$ cat config.mk
export PLATFORM = sky130hd
export DESIGN_NAME = prc_core
export DESIGN_NICKNAME = d
export VERILOG_FILES = /design/src/inc/prc_pkg.sv /design/src/core/prc_core.sv
export VERILOG_INCLUDE_DIRS = /design/src /design/src/inc
export SDC_FILE = /design/constraint.sdc
export NUM_CORES = 1
export LEC_CHECK = 0
export BUFFER_PORTS_ARGS = -buffer_cell sky130_fd_sc_hd__buf_4
export CELL_PAD_IN_SITES_DETAIL_PLACEMENT = 0
export CELL_PAD_IN_SITES_GLOBAL_PLACEMENT = 1
export CORE_UTILIZATION = 40
export DETAILED_ROUTE_END_ITERATION = 8
export PLACE_DENSITY = 0.79
export SYNTH_ARGS = -nofsm -noshare
export SYNTH_HDL_FRONTEND = slang
export SYNTH_SLANG_ARGS = --single-unit
$ cat constraint.sdc
create_clock -name clk_sys -period 3.7 [get_ports clk_sys]
set_clock_uncertainty 0.05 [all_clocks]
set_input_delay 0.555 -clock clk_sys [delete_from_list [all_inputs] [get_ports clk_sys]]
set_output_delay 0.555 -clock clk_sys [all_outputs]
set_load 0.005 [all_outputs]
$ cat src/inc/prc_regs.svh
`ifndef PRC_REGS_SVH
`define PRC_REGS_SVH
// ----------------------------------------------------------------
// Timing
// ----------------------------------------------------------------
`define PRC_CLK_KHZ      10000
`define PRC_LOCKOUT_MS   200
`define PRC_HOLD_MS      1000
`define PRC_TICK_MS      100
`define PRC_LOCKOUT_CYC  (`PRC_LOCKOUT_MS * `PRC_CLK_KHZ)
`define PRC_HOLD_CYC     (`PRC_HOLD_MS * `PRC_CLK_KHZ)
`define PRC_TICK_CYC     (`PRC_TICK_MS * `PRC_CLK_KHZ)
// ----------------------------------------------------------------
// Register offsets
// ----------------------------------------------------------------
`define PRC_ADDR_CTRL    4'h0
`define PRC_ADDR_RUNTIME 4'h4
`define PRC_ADDR_STATUS  4'h8
// ----------------------------------------------------------------
// Control fields and reset values
// ----------------------------------------------------------------
`define PRC_F_ANA        0
`define PRC_F_RANGE      3
`define PRC_F_DIN1       5
`define PRC_F_DIN2       7
`define PRC_F_DOUT       10
`define PRC_F_TMR        13
`define PRC_CTRL_RST     32'h0000_0000
`define PRC_RUNTIME_RST  16'h0000
`endif

$ cat src/inc/prc_pkg.sv
package prc_pkg;
  typedef enum {ST_HALT, ST_PAUSE, ST_RUN, ST_PRIME} prc_state_t;
  typedef enum logic [2:0] {ANA_OFF, ANA_0_5V, ANA_0_10V, ANA_4_20MA,
                            ANA_0_20MA} prc_ana_t;
  typedef enum logic [1:0] {RNG_100, RNG_30, RNG_15} prc_range_t;
  typedef enum logic [1:0] {DIN_OFF, DIN_LEVEL, DIN_PULSE} prc_din_t;
  typedef enum logic [2:0] {D2_OFF, D2_RESET, D2_PRIME, D2_COMB,
                            D2_LEVEL, D2_PULSE} prc_din2_t;
  typedef enum logic [2:0] {DO_ALARM, DO_MOTOR, DO_VOLEND, DO_MOTPUL,
                            DO_VOLPUL} prc_dout_t;
endpackage : prc_pkg

$ cat src/core/prc_core.sv
// Summary of operation
// - Analog selection off, 0-5V, 0-10V, 4-20mA, 0-20mA; off disables it.
// - Analog valid above on threshold, invalid only below lower off threshold.
// - In 4-20mA, alarm while below 2mA, cleared automatically above it.
// - Flow range selects 100, 30 or 15 percent full scale.
// - Analog: start gives pause; valid signal runs; below off threshold pauses.
// - After any stop, restart is held off for 0.2 s.
// - Stop press sets hard-stop latch; only start or input 2 clears it.
// - Hard-stop latch is set after power-up.
// - Input 1 enabled makes it sole start source; analog must also be valid.
// - Input 1 off, level or pulse; low means run, high means stop.
// - Pulse mode toggles run and pause on each low-going pulse.
// - Pulse with time counter starts run which ends after set time.
// - Input 2 off, reset, prime, combined, level or pulse.
// - Input 2 reset aborts run, clears errors and latch, leaves paused.
// - Input 2 prime aborts, clears, runs fast prime while held.
// - Combined: falling edge clears; held over 1 s primes until release.
// - Level foot switch runs while held; with timer runs whole cycle.
// - Pulse foot switch toggles run and pause per press.
// - Output shows error, motor running or volume end as level.
// - Output pulses per motor tenth revolution or per 20 microlitres.
// - Analog only in flow mode; disables time counter and volume entry.
// - Autostart at power-up only when enabled, else stays stopped.
`include "prc_regs.svh"
`timescale 1ns/100ps
`default_nettype none
module prc_core #(
  parameter int unsigned LOCKOUT_CYC = `PRC_LOCKOUT_CYC,
  parameter int unsigned HOLD_CYC    = `PRC_HOLD_CYC,
  parameter int unsigned TICK_CYC    = `PRC_TICK_CYC,
  parameter int unsigned RT_W        = 16
)(
  input  wire logic               clk_sys,
  input  wire logic               reset,
  input  wire logic [3:0]         reg_addr,
  input  wire logic [31:0]        reg_wdata,
  input  wire logic               reg_wr,
  input  wire logic               reg_rd,
  output logic [31:0]             reg_rdata,
  input  wire logic               dig_in1_n,
  input  wire logic               dig_in2_n,
  input  wire logic               ana_above_on,
  input  wire logic               ana_below_off,
  input  wire logic               ana_below_2ma,
  input  wire logic               btn_start,
  input  wire logic               btn_stop,
  input  wire logic               autostart_en,
  input  wire logic               pump_error_in,
  input  wire logic               motor_tick,
  input  wire logic               vol_tick,
  input  wire logic               dout_i,
  output prc_pkg::prc_ana_t       ana_sel,
  output prc_pkg::prc_range_t     flow_range,
  output logic                    motor_run,
  output logic                    prime_fast,
  output logic                    err_clear,
  output logic                    ana_alarm,
  output logic                    dout_o,
  output logic                    dout_oe
);
  import prc_pkg::*;

  localparam int LW = $clog2(LOCKOUT_CYC + 1);
  localparam int HW = $clog2(HOLD_CYC + 1);
  localparam int TW = $clog2(TICK_CYC + 1);

  // Counters below these sizes break the lockout and edge timing
  if (LOCKOUT_CYC < 4 || HOLD_CYC < 2 || TICK_CYC < 1 || RT_W < 1 || RT_W > 16)
  begin : g_bad_param
    $error("prc_core: parameter out of range");
  end

  // ----------------------------------------------------------------
  // Configuration registers
  // ----------------------------------------------------------------
  prc_ana_t   ana_sel_reg;
  prc_range_t range_reg;
  prc_din_t   din1_reg;
  prc_din2_t  din2_reg;
  prc_dout_t  dout_sel_reg;
  logic       tmr_en_reg;
  logic [RT_W-1:0] runtime_reg;

  // Software writes; factory state has every remote function off
  always_ff @(posedge clk_sys)
  begin
    if (reset)
    begin
      {tmr_en_reg, dout_sel_reg, din2_reg, din1_reg, range_reg, ana_sel_reg}
        <= 14'(`PRC_CTRL_RST);
      runtime_reg <= RT_W'(`PRC_RUNTIME_RST);
    end
    else if (reg_wr && reg_addr == `PRC_ADDR_CTRL)
    begin
      ana_sel_reg  <= prc_ana_t'(reg_wdata[`PRC_F_ANA +: 3]);
      range_reg    <= prc_range_t'(reg_wdata[`PRC_F_RANGE +: 2]);
      din1_reg     <= prc_din_t'(reg_wdata[`PRC_F_DIN1 +: 2]);
      din2_reg     <= prc_din2_t'(reg_wdata[`PRC_F_DIN2 +: 3]);
      dout_sel_reg <= prc_dout_t'(reg_wdata[`PRC_F_DOUT +: 3]);
      tmr_en_reg   <= reg_wdata[`PRC_F_TMR];
    end
    else if (reg_wr && reg_addr == `PRC_ADDR_RUNTIME)
      runtime_reg <= reg_wdata[RT_W-1:0];
  end

  assign ana_sel    = ana_sel_reg;
  assign flow_range = range_reg;

  // ----------------------------------------------------------------
  // Input synchronisers
  // ----------------------------------------------------------------
  // Bits: 0 in1 active, 1 in2 active, 2 above on, 3 below off, 4 below 2mA
  logic [4:0] raw, sync1_reg, sync2_reg, prev_reg;
  assign raw = {ana_below_2ma, ana_below_off, ana_above_on, ~dig_in2_n, ~dig_in1_n};

  // Only the second stage feeds logic and edge detection
  always_ff @(posedge clk_sys)
  begin
    if (reset)
    begin
      sync1_reg <= 5'h00;
      sync2_reg <= 5'h00;
      prev_reg  <= 5'h00;
    end
    else
    begin
      sync1_reg <= raw;
      sync2_reg <= sync1_reg;
      prev_reg  <= sync2_reg;
    end
  end

  logic in1, in2, rise1, rise2;
  assign in1   = sync2_reg[0];
  assign in2   = sync2_reg[1];
  assign rise1 = sync2_reg[0] & ~prev_reg[0];
  assign rise2 = sync2_reg[1] & ~prev_reg[1];

  // ----------------------------------------------------------------
  // Analog validity and alarm
  // ----------------------------------------------------------------
  logic ana_en, ana_valid_reg, ana_alarm_reg;
  assign ana_en = ana_sel_reg inside {ANA_0_5V, ANA_0_10V, ANA_4_20MA, ANA_0_20MA};

  // Hysteresis: a value between thresholds keeps the previous verdict
  always_ff @(posedge clk_sys)
  begin
    if (reset || !ana_en)
      ana_valid_reg <= 1'b0;
    else if (sync2_reg[2])
      ana_valid_reg <= 1'b1;
    else if (sync2_reg[3])
      ana_valid_reg <= 1'b0;
  end

  // Alarm follows the current level, so it clears by itself
  always_ff @(posedge clk_sys)
  begin
    if (reset)
      ana_alarm_reg <= 1'b0;
    else
      ana_alarm_reg <= (ana_sel_reg == ANA_4_20MA) && sync2_reg[4];
  end

  assign ana_alarm = ana_alarm_reg;

  // ----------------------------------------------------------------
  // Start source selection
  // ----------------------------------------------------------------
  logic ext1, ext2, dig_en, ext, use_in, use_rise, use_pulse, timed;
  assign ext1     = din1_reg inside {DIN_LEVEL, DIN_PULSE};
  assign ext2     = !ext1 && (din2_reg inside {D2_LEVEL, D2_PULSE});
  assign dig_en   = ext1 || ext2;
  assign ext      = dig_en || ana_en;
  assign use_in   = ext1 ? in1 : in2;
  assign use_rise = ext1 ? rise1 : rise2;
  assign use_pulse = ext1 ? (din1_reg == DIN_PULSE) : (din2_reg == D2_PULSE);
  // Analog control shuts the time counter out
  assign timed    = tmr_en_reg && !ana_en && (runtime_reg != '0);

  // Input 2 service functions; they take priority over everything
  logic clr_hold, hold_done, prime_req;
  logic [HW-1:0] hold_cnt_reg;
  assign clr_hold  = in2 && (din2_reg inside {D2_RESET, D2_PRIME, D2_COMB});
  assign hold_done = (hold_cnt_reg == HW'(HOLD_CYC));
  assign prime_req = in2 && ((din2_reg == D2_PRIME) ||
                             (din2_reg == D2_COMB && hold_done));

  // Combined mode hold time, restarted by every release
  always_ff @(posedge clk_sys)
  begin
    if (reset || !in2 || din2_reg != D2_COMB)
      hold_cnt_reg <= '0;
    else if (!hold_done)
      hold_cnt_reg <= hold_cnt_reg + HW'(1);
  end

  // Error clear pulse on the leading edge of any service function
  always_ff @(posedge clk_sys)
  begin
    if (reset)
      err_clear <= 1'b0;
    else
      err_clear <= rise2 && (din2_reg inside {D2_RESET, D2_PRIME, D2_COMB});
  end

  // ----------------------------------------------------------------
  // Run request
  // ----------------------------------------------------------------
  prc_state_t state_reg, state_next;
  logic tog_reg, busy_reg, manual_reg, boot_reg, vol_end_reg;
  logic tick_en, tmr_expire, dig_want, want;
  logic [LW-1:0] lock_cnt_reg;
  logic [TW-1:0] tick_cnt_reg;
  logic [RT_W-1:0] rt_cnt_reg;

  assign tmr_expire = (state_reg == ST_RUN) && busy_reg && tick_en &&
                      (rt_cnt_reg == RT_W'(1));
  assign dig_want = timed ? (busy_reg && !tmr_expire)
                  : use_pulse ? tog_reg : use_in;
  assign want = ext ? ((dig_en ? dig_want : 1'b1) &&
                       (ana_en ? ana_valid_reg : 1'b1) && !ana_alarm_reg)
                    : manual_reg;

  // Pulse toggle; a stop or abort returns it to the stopped phase
  always_ff @(posedge clk_sys)
  begin
    if (reset || clr_hold || btn_stop || !(state_reg inside {ST_PAUSE, ST_RUN}))
      tog_reg <= 1'b0;
    else if (use_pulse && use_rise)
      tog_reg <= ~tog_reg;
  end

  // Timed run: the start edge launches a whole metering cycle
  always_ff @(posedge clk_sys)
  begin
    if (reset || clr_hold || btn_stop || tmr_expire || !timed)
      busy_reg <= 1'b0;
    else if (!(state_reg inside {ST_PAUSE, ST_RUN}))
      busy_reg <= 1'b0;
    else if (dig_en && use_rise && !busy_reg && state_reg == ST_PAUSE)
      busy_reg <= 1'b1;
  end

  // Tenth-second enable and run time down-counter
  always_ff @(posedge clk_sys)
  begin
    if (reset || state_reg != ST_RUN || tick_en)
      tick_cnt_reg <= '0;
    else
      tick_cnt_reg <= tick_cnt_reg + TW'(1);
  end
  assign tick_en = (tick_cnt_reg == TW'(TICK_CYC - 1));

  always_ff @(posedge clk_sys)
  begin
    if (reset)
      rt_cnt_reg <= '0;
    else if (!busy_reg)
      rt_cnt_reg <= runtime_reg;
    else if (state_reg == ST_RUN && tick_en && rt_cnt_reg != '0)
      rt_cnt_reg <= rt_cnt_reg - RT_W'(1);
  end

  // Manual run request when no remote source is selected
  always_ff @(posedge clk_sys)
  begin
    if (reset || btn_stop || clr_hold)
      manual_reg <= 1'b0;
    else if (btn_start)
      manual_reg <= 1'b1;
  end

  // ----------------------------------------------------------------
  // Operating state
  // ----------------------------------------------------------------
  always_comb
  begin
    state_next = state_reg;
    if (clr_hold)
      state_next = prime_req ? ST_PRIME : ST_PAUSE;
    else if (btn_stop)
      state_next = ST_HALT;
    else
    begin
      case (state_reg)
        ST_HALT:
          if (btn_start || (boot_reg && autostart_en))
            state_next = ST_PAUSE;
        ST_PAUSE:
          if (want && lock_cnt_reg == '0)
            state_next = ST_RUN;
        ST_RUN:
          if (!want)
            state_next = ST_PAUSE;
        ST_PRIME:
          state_next = ST_PAUSE;
        default:
          state_next = ST_HALT;
      endcase
    end
  end

  // The hard-stop latch is the halted state; power-up lands in it
  always_ff @(posedge clk_sys)
  begin
    if (reset)
      state_reg <= ST_HALT;
    else
      state_reg <= state_next;
  end

  // One-cycle window after reset in which autostart is looked at
  always_ff @(posedge clk_sys)
  begin
    if (reset)
      boot_reg <= 1'b1;
    else
      boot_reg <= 1'b0;
  end

  // Restart lockout, loaded whenever a run ends for any reason
  always_ff @(posedge clk_sys)
  begin
    if (reset)
      lock_cnt_reg <= '0;
    else if (state_reg == ST_RUN && state_next != ST_RUN)
      lock_cnt_reg <= LW'(LOCKOUT_CYC);
    else if (lock_cnt_reg != '0)
      lock_cnt_reg <= lock_cnt_reg - LW'(1);
  end

  // Volume end stays up until the next run starts
  always_ff @(posedge clk_sys)
  begin
    if (reset || (state_reg != ST_RUN && state_next == ST_RUN))
      vol_end_reg <= 1'b0;
    else if (tmr_expire)
      vol_end_reg <= 1'b1;
  end

  assign motor_run  = (state_reg == ST_RUN);
  assign prime_fast = (state_reg == ST_PRIME);

  // ----------------------------------------------------------------
  // Digital output
  // ----------------------------------------------------------------
  logic dout_act, err_any;
  assign err_any = pump_error_in || ana_alarm_reg;

  always_comb
  begin
    case (dout_sel_reg)
      DO_ALARM:  dout_act = err_any;
      DO_MOTOR:  dout_act = (state_reg inside {ST_RUN, ST_PRIME});
      DO_VOLEND: dout_act = vol_end_reg;
      DO_MOTPUL: dout_act = motor_tick;
      DO_VOLPUL: dout_act = vol_tick;
      default:   dout_act = 1'b0;
    endcase
  end

  // Open collector: the transistor pulls low while the output is active
  always_ff @(posedge clk_sys)
  begin
    if (reset)
      dout_oe <= 1'b0;
    else
      dout_oe <= dout_act;
  end
  assign dout_o = 1'b0;

  // ----------------------------------------------------------------
  // Register read port
  // ----------------------------------------------------------------
  logic [31:0] status;
  assign status = {22'h00_0000, pump_error_in, dout_i, (lock_cnt_reg != '0),
                   vol_end_reg, ana_alarm_reg, ana_valid_reg,
                   (state_reg == ST_PRIME), (state_reg == ST_RUN),
                   (state_reg == ST_PAUSE), (state_reg == ST_HALT)};

  // Data stand only in the cycle after the strobe; other cycles read zero
  always_ff @(posedge clk_sys)
  begin
    if (reset || !reg_rd)
      reg_rdata <= 32'h0000_0000;
    else
    begin
      case (reg_addr)
        `PRC_ADDR_CTRL:    reg_rdata <= {18'h0_0000, tmr_en_reg, dout_sel_reg,
                                         din2_reg, din1_reg, range_reg, ana_sel_reg};
        `PRC_ADDR_RUNTIME: reg_rdata <= 32'(runtime_reg);
        `PRC_ADDR_STATUS:  reg_rdata <= status;
        default:           reg_rdata <= 32'h0000_0000;
      endcase
    end
  end
endmodule : prc_core
`default_nettype wire

* Yosys cells after proc, flatten, opt, wreduce, memory -nomap -nowiden
Index checks and enable logic that the tools add are counted.
** Cells by class
- Add/subtract/negate cells :: 4
- Eq/ne operators :: 31
- Muxes and demuxes :: 24
- Bitwise gates (word level) :: 9
- Reduce and logical (&&, ||, !) cells :: 73
** Operators by type and width (count)
- $mux W32 :: 5
- $pmux W32 S4 :: 1
- $eq A32 B2 Y1 const B :: 3
- $eq A32 B3 Y1 const B :: 3
- $logic_not A32 Y1 :: 2
- $ne A32 B3 Y1 const B :: 2
- $pmux W16 S3 :: 1
- $mux W21 :: 2
- $eq A32 B1 Y1 const B :: 1
- $mux W16 :: 2
- $reduce_bool A16 Y1 :: 2
- $logic_and A1 B1 Y1 :: 26
- $add A24 B1 Y24 const B :: 1
- $eq A24 B24 Y1 const B :: 1
- $logic_not A21 Y1 :: 1
- $reduce_bool A21 Y1 :: 1
- $sub A21 B1 Y21 const B :: 1
- $add A20 B1 Y20 const B :: 1
- $eq A20 B20 Y1 const B :: 1
- $logic_or A1 B1 Y1 :: 19
- $eq A3 B2 Y1 const B :: 6
- $eq A16 B1 Y1 const B :: 1
- $sub A16 B1 Y16 const B :: 1
- $eq A3 B3 Y1 const B :: 4
- other kinds (20) :: 53
** Storage, ports and cells
- Register bits after elaboration :: 196
- Input port bits :: 52
- Output and inout port bits :: 43
- Logic and storage cells :: 167

* Depth between registers and ports, before layout
- Depth after elaboration :: 19
- Depth in mapped cells :: 10
- Gate-level depth less buffers :: 9

* Worst setup path after synthesis
OpenSTA, ideal clock, no wires.
- Kind :: flip-flop to flip-flop
- Start point :: register tick_cnt_reg[6]
- End point :: register lock_cnt_reg[0]
- Setup time :: 0.117 ns
- Arrival :: 2.523 ns
- Required time :: 3.533 ns
- Slack :: 1.009 ns
- Stages on the path, launching flop included :: 9
- Path buffers :: 1
- Clock period less this slack :: 2.691 ns
- Cells stage by stage :: dfxtp_1 > or4_1 > or4_4 > nor4_4 > a211oi_1 > o211ai_1 > a21o_1 > buf_2 > nor2_1
** On the way
- Word-level cells in the longest chain between the ends :: 18
- Elaborated cells between the ends (all ways) :: 19
- Those cells by class :: 2 x eq/ne; 8 x mux; 9 x reduce/logical
** RTL lines
- from (decl) :: line prc_core.sv:214 : logic [TW-1:0] tick_cnt_reg;
- from (signal assigned) :: line prc_core.sv:251 : tick_cnt_reg <= tick_cnt_reg + TW'(1);
- $eq A20 B20 Y1 (*) :: line prc_core.sv:253 : assign tick_en = (tick_cnt_reg == TW'(TICK_CYC - 1));
- $logic_and A1 B1 Y1 (*) (2 in series) :: line prc_core.sv:217 : assign tmr_expire = (state_reg == ST_RUN) && busy_reg && tick_en &&
- $logic_not A1 Y1 (*) :: line prc_core.sv:219 : assign dig_want = timed ? (busy_reg && !tmr_expire)
- $logic_and A1 B1 Y1 (*) :: line prc_core.sv:219
- $mux W1 (*) :: line prc_core.sv:219
- $mux W1 (*) :: line prc_core.sv:221 : assign want = ext ? ((dig_en ? dig_want : 1'b1) &&
- $logic_and A1 B1 Y1 (*) :: line prc_core.sv:221
- $logic_and A1 B1 Y1 (*) :: line prc_core.sv:222 : (ana_en ? ana_valid_reg : 1'b1) && !ana_alarm_reg)
- $mux W1 (*) :: line prc_core.sv:221
- $logic_and A1 B1 Y1 :: line prc_core.sv:291 : if (want && lock_cnt_reg == '0)
- $mux W32 :: line prc_core.sv:291
- $pmux W32 S4 (*) :: line prc_core.sv:286 : case (state_reg)
- $mux W32 (*) :: line prc_core.sv:282 : else if (btn_stop)
- $mux W32 (*) :: line prc_core.sv:280 : if (clr_hold)
- $ne A32 B3 Y1 (*) :: line prc_core.sv:327 : else if (state_reg == ST_RUN && state_next != ST_RUN)
- $logic_and A1 B1 Y1 (*) :: line prc_core.sv:327
- $reduce_or A2 Y1 (no line) (*)
- to (signal assigned) :: line prc_core.sv:328 : lock_cnt_reg <= LW'(LOCKOUT_CYC);
- to (signal assigned) :: line prc_core.sv:330 : lock_cnt_reg <= lock_cnt_reg - LW'(1);
- to (decl) :: line prc_core.sv:213 : logic [LW-1:0] lock_cnt_reg;
Mark *: on every way between the ends. The rest lies on a longest branch, timed or not.
A chain may end at the register's enable or synchronous reset.

* Worst setup path in the final report
- Start point :: register tick_cnt_reg[6]
- End point :: register lock_cnt_reg[14]
Same word-level chain as after synthesis.

==> flow_metrics.env <==
export IMPL_status="complete, no violations"
export IMPL_period_needed_ns=3.05
export IMPL_cts_tree="done"
export IMPL_largest_reg_flops=32
export IMPL_layoutNonFillerInstCount=1144
export IMPL_relSlewSlack_pct=30.5
export IMPL_cp_data_arrival_time_ns=3.30
export IMPL_startpoint_type="flop"
export IMPL_synth_edf_count=0
export IMPL_ys_types=55
export IMPL_synth_main_ff_cell="dfxtp_1"
export IMPL_finalPower_uw=4630
export IMPL_irDropWorstVdd_uv=360
export IMPL_cts_htree_levels=4
export IMPL_start_util_pct=41.6
export IMPL_ys_seq_area_share_pct=49.4
export IMPL_route_vias_total=5790
export IMPL_core_sq_mm=0.0175
export IMPL_switching_share_pct=27.7
export IMPL_die_x_microns=137
export IMPL_syn_to_final_growth_pct=18.2
export IMPL_die_area_sq_mm=0.0188
export IMPL_cts_setup_buffers=0
export IMPL_p_int_uw=3350
export IMPL_clockBufferDepth=2
export IMPL_final_setup_tns_ns=0
export IMPL_ant_nets=0
export IMPL_fin_crit_sh_pct=82.5
export IMPL_antenna_cells=0
export IMPL_leakage_uw=0.00318
export IMPL_die_h_microns=137
export IMPL_dp_hpwl_mm=11.3
export IMPL_path_max_fanout=14
export IMPL_synthArstFlopShare_pct=0
export IMPL_powerDensity_mw_per_mm2=537
export IMPL_fmax_ghz=0.327
export IMPL_dp_cells=1113
export IMPL_clk_pin_slew_ns=0.06
export IMPL_num_rows=48
export IMPL_crit_chain="or4_1 > or4_4 > nor4_4 > a211oi_1 > o211ai_1 > a21o_1 > a311oi_1"
export IMPL_totalWireLength_mm=15.9
export IMPL_io_pins=95
export IMPL_drc=0
export IMPL_grt_ovfl_total=0
export IMPL_switching_power_uw=1280
export IMPL_grt_max_degree=49
export IMPL_rsz0062_at_grt="false"
export IMPL_drt_initial_drc_count=306
export IMPL_seqPwrFrac_pct=46.9
export IMPL_worstSetupPathType="reg2reg"
export IMPL_grt_pass1_vias=5212
export IMPL_firstDrtPassIters=5
export IMPL_crit_path_top_delay_cell="or4_4"
export IMPL_grt_usage_pct=18.0
export IMPL_drv_cap=0
export IMPL_synth_seq_cells=180
export IMPL_cts_made_buffers=17
export IMPL_critical_path_required_ns=3.94
export IMPL_portBuffers=61
export IMPL_cts_sinks=180
export IMPL_clock_latency_ns=0.43
export IMPL_cpPeakStageDelay_ns=0.58
export IMPL_syn_cell_area_sq_mm=0.00729
export IMPL_gp_congestion=0.800
export IMPL_antenna_found_initial=0
export IMPL_fillers=1742
export IMPL_worst_pin_slew_ns=1.04
export IMPL_wire_per_inst_microns=13.9
export IMPL_drive_gt1_share_pct=13.1
export IMPL_vias_per_cell=5.06
export IMPL_holdBufCountCts=0
export IMPL_cts_resized=0
export IMPL_finalHoldViolCount=0
export IMPL_synth_warnings=0
export IMPL_comb_power_share_pct=16.3
export IMPL_multi_input_area_sq_mm=0.00357
export IMPL_setup_viol=0
export IMPL_min_path_type="in2reg"
export IMPL_fin_util_pct=49.1
export IMPL_grt_pass1_wl_mm=26.1
export IMPL_cts_root_buf="clkbuf_16"
export IMPL_fin_nets=967
export IMPL_syn_area_per_cell_sq_um=8.93
export IMPL_synthCells=816
export IMPL_seqCellArea_sq_mm=0.00360
export IMPL_drv_slew=0
export IMPL_crit_path_end_kind="flop"
export IMPL_power_frac_clock_pct=36.8
## cells in the mapped netlist (5+ instances only)
library cell,n,share of area (%)
a211oi_1,13,1.3
nor3_1,14,0.96
nand3b_1,5,0.51
inv_1,19,0.98
xnor2_1,31,3.7
clkbuf_1,26,1.3
or4_1,8,0.82
a21oi_1,48,3.3
a222oi_1,8,1.1
nand2_1,98,5.0
nor4_1,16,1.4
a311oi_1,6,0.72
buf_4,17,1.8
or3_1,10,0.86
and3_1,14,1.2
dfxtp_1,180,49
nor2b_1,13,1.1
ha_1,8,1.4
nor2_1,126,6.5
a22oi_1,6,0.62
o21ai_0,10,0.69
nand3_1,23,1.6
nor4b_1,8,0.96
nand4_1,17,1.5
xor2_1,36,4.3
## per-stage QoR
step	hold WS, ns	cell area [sq um]	setup WS (ns)
2_1_floorplan	0.351	7460	1.01
3_3_place_gp	0.377	8060	0.638
3_5_place_dp	0.374	8060	0.637
4_1_cts	0.223	8620	0.580
5_1_grt	0.223	8620	0.387
6_report	0.231	8620	0.646
## power groups by stage
stage | clock network, uW | logic (uW) | registers (uW)
2_1_floorplan | 0 | 579 | 2190
3_3_place_gp | 0 | 743 | 2210
5_1_grt | 1830 | 839 | 2190
4_1_cts | 1740 | 758 | 2170
6_report | 1710 | 753 | 2170
3_5_place_dp | 0 | 750 | 2210
## worst max-delay path: cells and delay by family (launching register included)
kind / cells / cell delay [ns]
DFF: 1 / 0.35
and+or+nand+nor: 3 / 1.49
AOI/OAI and AO/OA: 4 / 1.03
## final timing paths
path / startpoint / end / slack (ns) / depth (start not counted)
max: tick_cnt_reg[6] / lock_cnt_reg[14] / 0.65 / 7
min: dig_in2_n / sync1_reg[1] / 0.23 / 2
max reg2reg: tick_cnt_reg[6] / lock_cnt_reg[14] / 0.65 / 7
min reg2reg: sync1_reg[2] / sync2_reg[2] / 0.39 / 1
## kinds of logic (layout without fill, tap and decap cells)
family,Yosys count,count (layout),synth area share [%]
buffers and inverters,64,121,4.19
xor gates and xnor gates,67,67,8.05
adders and majority gates,8,8,1.37
muxes,4,4,0.549
and+or+nand+nor,382,382,26.5
other,1,47,0.0514
DFF,180,180,49.4
AOI/OAI and AO/OA,110,110,9.90
## cell type report
cell class	count	area share [%]
inverters	19	0.828
well taps	225	3.27
repair buffers	71	6.19
flip-flops and latches	180	41.8
clock buffers	17	4.94
clock inverters	14	1.50
multi-input cells	618	41.5
## placed cells by master, fill, tap and decap left out, drive strengths merged, types with 4 or more instances in the layout
cell type	n
nand3b	5
o21ai	10
nor3	17
xnor2	31
and3	14
dfxtp	180
nand3	23
clkinv	8
or3	10
a22oi	6
ha	8
nand2	98
a211oi	14
a21oi	48
nor2	126
nand4	19
clkbuf	17
o211ai	4
a311oi	6
a222oi	8
mux2i	4
or4	9
nor4	21
nand2b	4
xor2	36
and2	5
nor2b	13
inv	23
conb	47
nor4b	8
buf	71
## routing by layer
layer  track usage (%)  vias up  part of all wire (%)
li1                  -     2957                     -
met2              27.6      132                    44
met5                 0        -                     0
met3              3.96       19                   5.3
met4              6.59        0                   1.4
met1              24.6     2682                    50
(Power assumes the default switching activity.)
